$ cat config.mk
export PLATFORM = sky130hd
export DESIGN_NAME = glrs_top
export DESIGN_NICKNAME = d
export VERILOG_FILES = /design/src/rtl/glrs_pkg.sv /design/src/rtl/glrs_stack.sv /design/src/rtl/glrs_top.sv
export SDC_FILE = /design/constraint.sdc
export NUM_CORES = 1
export LEC_CHECK = 0
export BUFFER_PORTS_ARGS = -buffer_cell sky130_fd_sc_hd__buf_2
export CORE_ASPECT_RATIO = 0.9
export CORE_UTILIZATION = 51
export CTS_CLUSTER_SIZE = 8
export DETAILED_ROUTE_END_ITERATION = 7
export PLACE_DENSITY_LB_ADDON = 0.05
export SLEW_MARGIN = 20
export SYNTH_ARGS = -nofsm -noshare
export SYNTH_HDL_FRONTEND = slang
export SYNTH_SLANG_ARGS = --single-unit
$ cat constraint.sdc
create_clock -name clock -period 4.78 [get_ports clock]
set_clock_uncertainty 0.1 [all_clocks]
set_input_delay 0.239 -clock clock [delete_from_list [all_inputs] [get_ports clock]]
set_output_delay 0.239 -clock clock [all_outputs]
set_load 0.05 [all_outputs]
$ cat src/rtl/glrs_pkg.sv
// Package: constants, types and register map of the remote/local and status block
//
// Functional notes
// RULE_01 - Addressed indicator lit when talk or listen addressed
// RULE_02 - Lockout moves local to armed, remote to locked
// RULE_03 - Lockout takes effect only after a further command
// RULE_04 - Enable moves local to remote, armed on address
// RULE_05 - Enable false forces and holds plain local
// RULE_06 - Enable change does not alter running message
// RULE_07 - Go-to-local when listen addressed; current message unaffected
// RULE_08 - Panel setting request leaves remote; pending commands error
// RULE_09 - Display-only panel controls leave state untouched
// RULE_10 - Settings kept across every state change
// RULE_11 - Remote indicator lit in remote or remote-locked
// RULE_12 - Local states execute queries only, reject others
// RULE_13 - Armed state: local request never blocks remote
// RULE_14 - Remote executes all commands, updates panel
// RULE_15 - Remote-locked ignores panel local request
// RULE_16 - Serial poll byte bit weight 64 on request
// RULE_17 - Status byte weight 128 always zero
// RULE_18 - Weight 32 abnormal event, weight 16 busy
// RULE_19 - Normal codes: power-up 65, user request 67
// RULE_20 - Abnormal codes 97, 98, 99
// RULE_21 - Pending requests stacked; device clear empties stack
// RULE_22 - Status readable whatever the request enable
// RULE_23 - Error display held until button or command
// RULE_24 - Memory failure restores address 25, end-only terminator
// RULE_25 - Event query returns numeric event code
// RULE_26 - Device clear drops events except power-on
// RULE_27 - Two-bit state register, reset to plain local
package glrs_pkg;
   typedef enum logic [1:0] {
      plain_local_state,
      local_lockout_armed_state,
      plain_remote_state,
      remote_locked_state
   } glrs_rl_t;

   typedef enum logic [1:0] {
      CMD_QUERY,
      CMD_SETTING,
      CMD_OPERATIONAL
   } glrs_cmd_kind_t;

   typedef struct packed {
      logic start;
      glrs_cmd_kind_t kind;
   } glrs_cmd_t;

   typedef struct packed {
      logic powerOn;
      logic idUser;
      logic cmdErr;
      logic execErr;
      logic sysErr;
   } glrs_evt_t;

   // Status byte class codes and flag weights
   localparam logic [7:0] SB_POWER_UP = 8'h41;
   localparam logic [7:0] SB_ID_USER = 8'h43;
   localparam logic [7:0] SB_INVALID_CMD = 8'h61;
   localparam logic [7:0] SB_SETTINGS_ERR = 8'h62;
   localparam logic [7:0] SB_SYSTEM_ERR = 8'h63;
   localparam logic [7:0] SB_BUSY = 8'h10;
   localparam logic [7:0] SB_NONE = 8'h00;

   // Event query codes
   localparam logic [15:0] EQ_NONE = 16'h0000;
   localparam logic [15:0] EQ_POWER_ON = 16'h0191;
   localparam logic [15:0] EQ_ID_USER = 16'h0193;
   localparam logic [15:0] EQ_CMD_ERR = 16'h0065;
   localparam logic [15:0] EQ_EXEC_ERR = 16'h00CD;
   localparam logic [15:0] EQ_SYS_ERR = 16'h012E;

   // Register byte offsets
   localparam logic [3:0] REG_CTRL = 4'h0;
   localparam logic [3:0] REG_STATUS = 4'h4;
   localparam logic [3:0] REG_EVCODE = 4'h8;

   // Control register fields and reset values
   localparam int CTRL_SRE_BIT = 0;
   localparam int CTRL_ADDR_LSB = 8;
   localparam int CTRL_EOI_BIT = 16;
   localparam logic [4:0] BUS_ADDR_DEFAULT = 5'h19;
   localparam logic EOI_ONLY_DEFAULT = 1'b1;
   localparam logic SRE_RESET = 1'b0;

   // Status register fields
   localparam int STAT_RL_LSB = 0;
   localparam int STAT_REM_BIT = 2;
   localparam int STAT_ADR_BIT = 3;
   localparam int STAT_SRQ_BIT = 4;
   localparam int STAT_ERRSHOW_BIT = 5;
   localparam int STAT_LLOPEND_BIT = 6;
   localparam int STAT_SB_LSB = 8;

   localparam int STACK_DEPTH = 4;
endpackage

$ cat src/rtl/glrs_stack.sv
// Last-in first-out stack of pending service-request status bytes
`timescale 1ns/1ps
module glrs_stack #(
   parameter int WIDTH = 8,
   parameter int DEPTH = 4
) (
   // Clock and reset
   input wire logic clock,
   input wire logic rst_b,
   // Control
   input wire logic push,
   input wire logic [WIDTH-1:0] pushData,
   input wire logic pop,
   input wire logic clear,
   // State
   output logic [WIDTH-1:0] top,
   output logic empty,
   output logic [$clog2(DEPTH+1)-1:0] count
);
   typedef struct packed {
      logic [DEPTH-1:0][WIDTH-1:0] mem;
      logic [$clog2(DEPTH+1)-1:0] cnt;
   } glrs_stk_t;

   glrs_stk_t s_q, s_d;
   localparam logic [$clog2(DEPTH+1)-1:0] FULL = ($clog2(DEPTH+1))'(DEPTH);

   always_comb begin
      s_d = s_q;
      if (clear) begin
         s_d.cnt = '0;
      end else if (push && pop && s_q.cnt != '0) begin
         s_d.mem[s_q.cnt - 1'b1] = pushData;
      end else if (push) begin
         // A full stack keeps its oldest requests and drops the newest
         if (s_q.cnt != FULL) begin
            s_d.mem[s_q.cnt] = pushData;
            s_d.cnt = s_q.cnt + 1'b1;
         end
      end else if (pop && s_q.cnt != '0) begin
         s_d.cnt = s_q.cnt - 1'b1;
      end
   end

   always_ff @(posedge clock) begin
      if (!rst_b) begin
         s_q <= '0;
      end else begin
         s_q <= s_d;
      end
   end

   assign empty = (s_q.cnt == '0);
   assign count = s_q.cnt;
   assign top = empty ? '0 : s_q.mem[s_q.cnt - 1'b1];
endmodule // glrs_stack

$ cat src/rtl/glrs_top.sv
// Remote/local state machine, command gating and serial poll status with AHB-Lite registers
`timescale 1ns/1ps
module glrs_top (
   // Clock and reset
   input wire logic clock,
   input wire logic rst_b,
   // AHB-Lite slave
   input wire logic hsel,
   input wire logic [31:0] haddr,
   input wire logic [1:0] htrans,
   input wire logic hwrite,
   input wire logic [2:0] hsize,
   input wire logic [31:0] hwdata,
   input wire logic hready,
   output logic hreadyout,
   output logic hresp,
   output logic [31:0] hrdata,
   // Bus interface messages
   input wire logic remoteEnable,
   input wire logic lockoutMsg,
   input wire logic goLocalMsg,
   input wire logic listenAddrRcvd,
   input wire logic listenAddressed,
   input wire logic talkAddressed,
   input wire logic deviceClear,
   // Message processor
   input wire glrs_pkg::glrs_cmd_t cmd,
   input wire logic cmdsPending,
   input wire logic procBusy,
   output logic cmdExecute,
   output logic cmdReject,
   // Front panel
   input wire logic panelLocalReq,
   input wire logic panelDisplayPress,
   input wire logic panelButton,
   output logic bus_addressed_indicator,
   output logic remote_indicator,
   output logic errorDisplay,
   // Events and status
   input wire glrs_pkg::glrs_evt_t evt,
   input wire logic nvramFail,
   input wire logic pollStrobe,
   input wire logic errQueryStrobe,
   output logic serviceRequest,
   output logic [7:0] poll_status_byte,
   output logic [15:0] eventCode,
   output logic [4:0] busAddress,
   output logic eoiOnly
);
   typedef struct packed {
      glrs_pkg::glrs_rl_t rl;
      logic lloPend;
      logic powerOnPend;
      logic errShown;
      logic rtlPrev;
      logic service_request_enable;
      logic [4:0] busAddr;
      logic eoiOnly;
      logic addressed;
      logic exec;
      logic reject;
      logic [7:0] sb;
      logic [15:0] code;
      logic dataPhase;
      logic dpWrite;
      logic [3:0] dpAddr;
      logic [31:0] rdata;
   } glrs_state_t;

   glrs_state_t s_q, s_d;

   logic stkPush;
   logic [7:0] stkPushData;
   logic stkPop;
   logic [7:0] stkTop;
   logic stkEmpty;
   logic [2:0] stkCount;
   logic rtlRise;
   logic cmdAllowed;
   logic furtherCmd;
   logic [7:0] headByte;
   logic [15:0] headCode;
   logic addrPhase;
   logic [31:0] ctrlWord;
   logic [31:0] statWord;

   glrs_stack #(
      .WIDTH(8),
      .DEPTH(glrs_pkg::STACK_DEPTH)
   ) u_stack (
      .clock(clock),
      .rst_b(rst_b),
      .push(stkPush),
      .pushData(stkPushData),
      .pop(stkPop),
      .clear(deviceClear), // [RULE_21]
      .top(stkTop),
      .empty(stkEmpty),
      .count(stkCount)
   );

   // Power-on is held outside the stack so that a device clear spares it
   always_comb begin
      if (s_q.powerOnPend) begin
         headByte = glrs_pkg::SB_POWER_UP; // [RULE_19]
      end else begin
         headByte = stkTop;
      end
      if (s_q.powerOnPend) begin
         headCode = glrs_pkg::EQ_POWER_ON;
      end else if (headByte == glrs_pkg::SB_ID_USER) begin
         headCode = glrs_pkg::EQ_ID_USER;
      end else if (headByte == glrs_pkg::SB_INVALID_CMD) begin
         headCode = glrs_pkg::EQ_CMD_ERR;
      end else if (headByte == glrs_pkg::SB_SETTINGS_ERR) begin
         headCode = glrs_pkg::EQ_EXEC_ERR;
      end else if (headByte == glrs_pkg::SB_SYSTEM_ERR) begin
         headCode = glrs_pkg::EQ_SYS_ERR;
      end else begin
         headCode = glrs_pkg::EQ_NONE;
      end
   end

   assign rtlRise = panelLocalReq && !s_q.rtlPrev;
   assign furtherCmd = cmd.start || listenAddrRcvd;
   // Gating uses the state seen when the command starts, so a later change cannot alter it
   assign cmdAllowed = (cmd.kind == glrs_pkg::CMD_QUERY) ||
      (s_q.rl == glrs_pkg::plain_remote_state) ||
      (s_q.rl == glrs_pkg::remote_locked_state); // [RULE_06] [RULE_07] [RULE_12] [RULE_14]

   // One error is queued per cycle; the most severe source wins
   always_comb begin
      stkPush = 1'b1;
      if (evt.sysErr) begin
         stkPushData = glrs_pkg::SB_SYSTEM_ERR; // [RULE_20]
      end else if (evt.execErr || (cmd.start && !cmdAllowed) || (rtlRise && cmdsPending &&
                   s_q.rl == glrs_pkg::plain_remote_state)) begin
         stkPushData = glrs_pkg::SB_SETTINGS_ERR; // [RULE_08] [RULE_12] [RULE_20]
      end else if (evt.cmdErr) begin
         stkPushData = glrs_pkg::SB_INVALID_CMD; // [RULE_20]
      end else if (evt.idUser) begin
         stkPushData = glrs_pkg::SB_ID_USER; // [RULE_19]
      end else begin
         stkPush = 1'b0;
         stkPushData = glrs_pkg::SB_NONE;
      end
   end

   assign stkPop = (pollStrobe || errQueryStrobe) && !s_q.powerOnPend;
   assign addrPhase = hsel && htrans[1] && hready;

   always_comb begin
      ctrlWord = '0;
      ctrlWord[glrs_pkg::CTRL_SRE_BIT] = s_q.service_request_enable;
      ctrlWord[glrs_pkg::CTRL_ADDR_LSB +: 5] = s_q.busAddr;
      ctrlWord[glrs_pkg::CTRL_EOI_BIT] = s_q.eoiOnly;
      statWord = '0;
      statWord[glrs_pkg::STAT_RL_LSB +: 2] = s_q.rl;
      statWord[glrs_pkg::STAT_REM_BIT] = remote_indicator;
      statWord[glrs_pkg::STAT_ADR_BIT] = s_q.addressed;
      statWord[glrs_pkg::STAT_SRQ_BIT] = serviceRequest;
      statWord[glrs_pkg::STAT_ERRSHOW_BIT] = s_q.errShown;
      statWord[glrs_pkg::STAT_LLOPEND_BIT] = s_q.lloPend;
      statWord[glrs_pkg::STAT_SB_LSB +: 8] = s_q.sb;
   end

   always_comb begin
      s_d = s_q;
      s_d.rtlPrev = panelLocalReq;
      s_d.addressed = listenAddressed || talkAddressed; // [RULE_01]
      s_d.exec = cmd.start && cmdAllowed;
      s_d.reject = cmd.start && !cmdAllowed; // [RULE_12]

      // Remote/local transitions; settings fields are never touched here
      if (!remoteEnable) begin
         s_d.rl = glrs_pkg::plain_local_state; // [RULE_05] [RULE_10]
         s_d.lloPend = 1'b0;
      end else begin
         if (lockoutMsg) begin
            s_d.lloPend = 1'b1;
         end
         case (s_q.rl)
            glrs_pkg::plain_local_state: begin
               if (s_q.lloPend && furtherCmd) begin
                  s_d.rl = glrs_pkg::local_lockout_armed_state; // [RULE_02] [RULE_03]
                  s_d.lloPend = lockoutMsg;
               end else if (!panelLocalReq) begin
                  s_d.rl = glrs_pkg::plain_remote_state; // [RULE_04]
               end
            end
            glrs_pkg::local_lockout_armed_state: begin
               if (listenAddrRcvd) begin
                  s_d.rl = glrs_pkg::remote_locked_state; // [RULE_04] [RULE_13]
               end
            end
            glrs_pkg::plain_remote_state: begin
               if (goLocalMsg && listenAddressed) begin
                  s_d.rl = glrs_pkg::plain_local_state; // [RULE_07]
               end else if (s_q.lloPend && furtherCmd) begin
                  s_d.rl = glrs_pkg::remote_locked_state; // [RULE_02] [RULE_03]
                  s_d.lloPend = lockoutMsg;
               end else if (panelLocalReq) begin
                  s_d.rl = glrs_pkg::plain_local_state; // [RULE_08]
               end
            end
            default: begin
               // Panel local request has no effect in the locked state
               if (goLocalMsg && listenAddressed) begin
                  s_d.rl = glrs_pkg::local_lockout_armed_state; // [RULE_07] [RULE_15]
               end
            end
         endcase
      end

      // Power-on event survives device clear and leaves on poll or query
      if (evt.powerOn) begin
         s_d.powerOnPend = 1'b1; // [RULE_26]
      end else if (pollStrobe || errQueryStrobe) begin
         s_d.powerOnPend = 1'b0;
      end

      // Status byte is built whatever the request enable says
      s_d.sb = headByte | (procBusy ? glrs_pkg::SB_BUSY : glrs_pkg::SB_NONE); // [RULE_16] [RULE_18] [RULE_22]
      s_d.sb[7] = 1'b0; // [RULE_17]
      if (errQueryStrobe) begin
         s_d.code = headCode; // [RULE_25]
      end

      // A new error wins over a button press in the same cycle
      if (evt.sysErr || evt.execErr || evt.cmdErr || s_d.reject) begin
         s_d.errShown = 1'b1; // [RULE_23]
      end else if (panelButton || panelDisplayPress || s_q.exec) begin // [RULE_09]
         s_d.errShown = 1'b0; // [RULE_23]
      end

      if (nvramFail) begin
         s_d.busAddr = glrs_pkg::BUS_ADDR_DEFAULT; // [RULE_24]
         s_d.eoiOnly = 1'b1; // [RULE_24]
      end

      // AHB-Lite: zero wait states, read data registered at the address phase
      if (s_q.dataPhase && s_q.dpWrite && !nvramFail && s_q.dpAddr == glrs_pkg::REG_CTRL) begin
         s_d.service_request_enable = hwdata[glrs_pkg::CTRL_SRE_BIT];
         s_d.busAddr = hwdata[glrs_pkg::CTRL_ADDR_LSB +: 5];
         s_d.eoiOnly = hwdata[glrs_pkg::CTRL_EOI_BIT];
      end
      s_d.dataPhase = addrPhase;
      s_d.dpWrite = hwrite;
      s_d.dpAddr = haddr[3:0];
      if (addrPhase && !hwrite) begin
         if (haddr[3:0] == glrs_pkg::REG_CTRL) begin
            s_d.rdata = ctrlWord;
         end else if (haddr[3:0] == glrs_pkg::REG_STATUS) begin
            s_d.rdata = statWord;
         end else if (haddr[3:0] == glrs_pkg::REG_EVCODE) begin
            s_d.rdata = {16'h0000, s_q.code};
         end else begin
            s_d.rdata = '0;
         end
      end
   end

   always_ff @(posedge clock) begin
      if (!rst_b) begin
         s_q <= '0;
         s_q.rl <= glrs_pkg::plain_local_state; // [RULE_27]
         s_q.service_request_enable <= glrs_pkg::SRE_RESET;
         s_q.busAddr <= glrs_pkg::BUS_ADDR_DEFAULT;
         s_q.eoiOnly <= glrs_pkg::EOI_ONLY_DEFAULT;
      end else begin
         s_q <= s_d;
      end
   end

   assign hreadyout = 1'b1;
   assign hresp = 1'b0;
   assign hrdata = s_q.rdata;
   assign cmdExecute = s_q.exec; // [RULE_14]
   assign cmdReject = s_q.reject;
   assign bus_addressed_indicator = s_q.addressed;
   assign remote_indicator = (s_q.rl == glrs_pkg::plain_remote_state) ||
      (s_q.rl == glrs_pkg::remote_locked_state); // [RULE_11]
   assign errorDisplay = s_q.errShown;
   assign serviceRequest = s_q.service_request_enable && (s_q.powerOnPend || !stkEmpty);
   assign poll_status_byte = s_q.sb;
   assign eventCode = s_q.code;
   assign busAddress = s_q.busAddr;
   assign eoiOnly = s_q.eoiOnly;
endmodule // glrs_top

==> out/metrics.yaml <==
sta:
  hold_viol_final: 0
  fin_crit_sh_pct: 60.5
  relSlewSlack_pct: 26.7
  fmax_mhz: 346
  period_needed_ns: 2.89
  finalSetupViolations: 0
  worst_pin_slew_ns: 1.10
  slew_violations: 0
  rsz0062_at_grt: "false"
  tns_ns: 0
pwr:
  powerDensity_nw_per_um2: 341
  p_sw_mw: 0.433
  power_frac_clock_pct: 36.5
  combPwrFrac_pct: 17.0
  switching_share_pct: 31.4
  power.internal_mw: 0.946
  total_power_mw: 1.38
  peakVddDrop_v: 0.000198
  seq_power_share_pct: 46.5
  leakage_nw: 1.77
cts:
  cts_tree: "done"
  clock_latency_ns: 0.36
  cts_setup_buffers: 0
  root_buffer: "clkbuf_8"
  ctsResizeCount: 0
  htreeDepth: 3
  clockBufferDepth: 2
  cts_buffers: 9
  clock-sinks: 72
  cts_hold_buffers: 4
  clkTransAtPathRegs_ns: 0.08
die:
  die_w_um: 92.2
  core_area_um2: 7080
  die_h_um: 83.2
  die_area_um2: 7670
  initial_core_util_pct: 52.8
  ios: 167
  fp-row-count: 29
finish:
  final_cell_mix: "buf_2 (83), dfxtp_1 (72), nor2_1 (41)"
  antennaDiodeCount: 0
  utilization_pct: 57.2
  layout_commonest_cell: "buf_2"
  layout.cells.non_filler: 569
  filler_cell_count: 700
  area_growth_pct: 8.27
  drive_above_1_share_pct: 25.4
  final_nets: 575
worst_hold_path:
  hp-start: "hwdata[10]"
  min_path_cells: 3
  hold_path.class: "in -> reg"
  whs_endpoint: "busAddress[2]"
detailed_routing:
  wirelength_um: 8540
  ant_nets: 0
  viasPerCell: 5.34
  drtIter0Drc: 157
  dr.pass1.iters: 4
  via_count: 3041
  drt-wirelength-per-cell_um: 15.0
  drc: 0
logic_synthesis:
  synth.distinct_cells: 61
  synth_top_cell_by_area: "dfxtp_1"
  synth_top_area_share_pct: 38.6
  postSynthCellCount: 428
  async_flop_share_pct: 0
  ys_top_cells_by_area: "dfxtp_1 (39%), buf_4 (13%), nor2_1 (4.1%)"
  synth_ff_type: "dfxtp_1"
  syn_avg_cell_area_um2: 8.73
  synth_edf_count: 0
  ys_seq_area_share_pct: 38.6
  ys_warn_count: 0
  syn_area_um2: 3740
  synth-seq-cells: 72
global_routing:
  grt_usage_pct: 22.8
  grt_overflow: 0
  grt_pass1_vias: 2698
  grt_pass1_wl_um: 13600
  antenna_found_initial: 0
  grt_max_degree: 45
critical_path:
  r2r_start: "u_stack.count[0]"
  worstSetupEndpointType: "flip-flop"
  worst-r2r-setup-slack_ns: 1.89
  r2r_end: "eventCode[2]"
  crit_type: "reg -> reg"
  required_ns: 4.93
  path_max_fanout: 10
  crit_path_start_kind: "flip-flop"
  arrival_ns: 3.04
  rr_worst_depth: 7
placement:
  place.gp.congestion: 0.931
  port_buffers: 83
  place_hpwl_um: 6160
  dpl.cell_count: 549
run_status:
  status: "complete, no violations"
flow_run:
  max-cap-violations: 0
cells by family after synthesis:
group,after synthesis,share of synthesized area [%]
and+or+nand+nor,148,20.0
buffers and inverters,90,16.0
AOI/OAI and AO/OA,88,15.8
DFF,72,38.6
muxes,19,6.56
adders and majority gates,7,2.34
other,2,0.201
xor gates and xnor gates,2,0.469
metal layers:
metal	GRT usage (%)	share of wire [%]
met5	0	0
met4	6.53	1.2
met3	6.32	5.5
met2	37.2	47
met1	29.5	46
how the worst max path moves through the flow:
stage | start | endpoint | slack, ns
2_1_floorplan | u_stack.count[0] | hrdata[4] | 1.97
3_3_place_gp | u_stack.count[0] | eventCode[2] | 1.92
3_5_place_dp | u_stack.count[0] | eventCode[2] | 1.92
4_1_cts | u_stack.count[0] | eventCode[2] | 1.91
5_1_grt | u_stack.count[0] | eventCode[2] | 1.75
6_report | u_stack.count[0] | eventCode[2] | 1.89
power by group through the flow:
stage                     Combinational (mW)  Sequential [mW]  Clock (mW)
after global routing                   0.250            0.645       0.542
after CTS                              0.233            0.642       0.510
after detailed placement               0.230            0.656           0
after floorplan                        0.204            0.654           0
final                                  0.234            0.642       0.504
after global placement                 0.228            0.655           0
synth_stat cells, types with 2 or more instances:
cell type  number
a21oi_1        27
a221oi_1        8
a22oi_1         2
a31oi_1         2
a32o_1          2
and2_1          7
and3_1          3
and4_1          2
and4b_1         2
buf_4          63
buf_6           2
clkbuf_1       13
conb_1          2
dfxtp_1        72
ha_1            7
inv_1           9
mux2i_1        14
mux4_2          3
nand2_1        39
nand2b_1        4
nand3_1         9
nand3b_1        3
nand4_1         3
nand4b_1        2
nor2_1         41
nor2b_1         3
nor2b_2         2
nor3_1         14
nor3b_1         2
nor4_1          5
o211ai_1        2
o21a_1          3
o21ai_0        23
o21ai_1         2
o21ba_2         2
o21bai_1        3
o311ai_2        2
state kept, by name, indices dropped and copies added, names as in the netlist:
signal,cells
hrdata,16
cmdReject,1
s_q,11
errorDisplay,1
cmdExecute,1
eventCode,9
bus_addressed_indicator,1
busAddress,5
u_stack.count,3
ctrlWord,1
poll_status_byte,6
eoiOnly,1
u_stack.s_q,16
metrics by stage:
step	hold slack, ns	setup WS [ns]	instance area (µm²)
2_1_floorplan	0.255	1.97	3830
3_3_place_gp	0.332	1.92	3800
3_5_place_dp	0.336	1.92	3800
4_1_cts	0.00747	1.91	4050
5_1_grt	0.0102	1.75	4050
6_report	0.0182	1.89	4050
critical path, stage by stage, from the launching register on:
cell	delay, ns
dfxtp_1	0.64
inv_1	0.16
ha_1	0.50
mux4_2	0.61
a21oi_1	0.35
nor2b_2	0.09
o21a_1	0.18
o21a_1	0.15
cell type report:
class | instances | area, µm² | share of cell area, %
Clock buffer | 10 | 138 | 3.40
Clock inverter | 6 | 67.6 | 1.67
Inverter | 10 | 37.5 | 0.928
Multi-Input combinational cell | 291 | 1790 | 44.2
Sequential cell | 72 | 1440 | 35.6
Tap cell | 93 | 116 | 2.88
Timing Repair Buffer | 87 | 455 | 11.3
No activity file was read; power rests on OpenSTA's default activity.
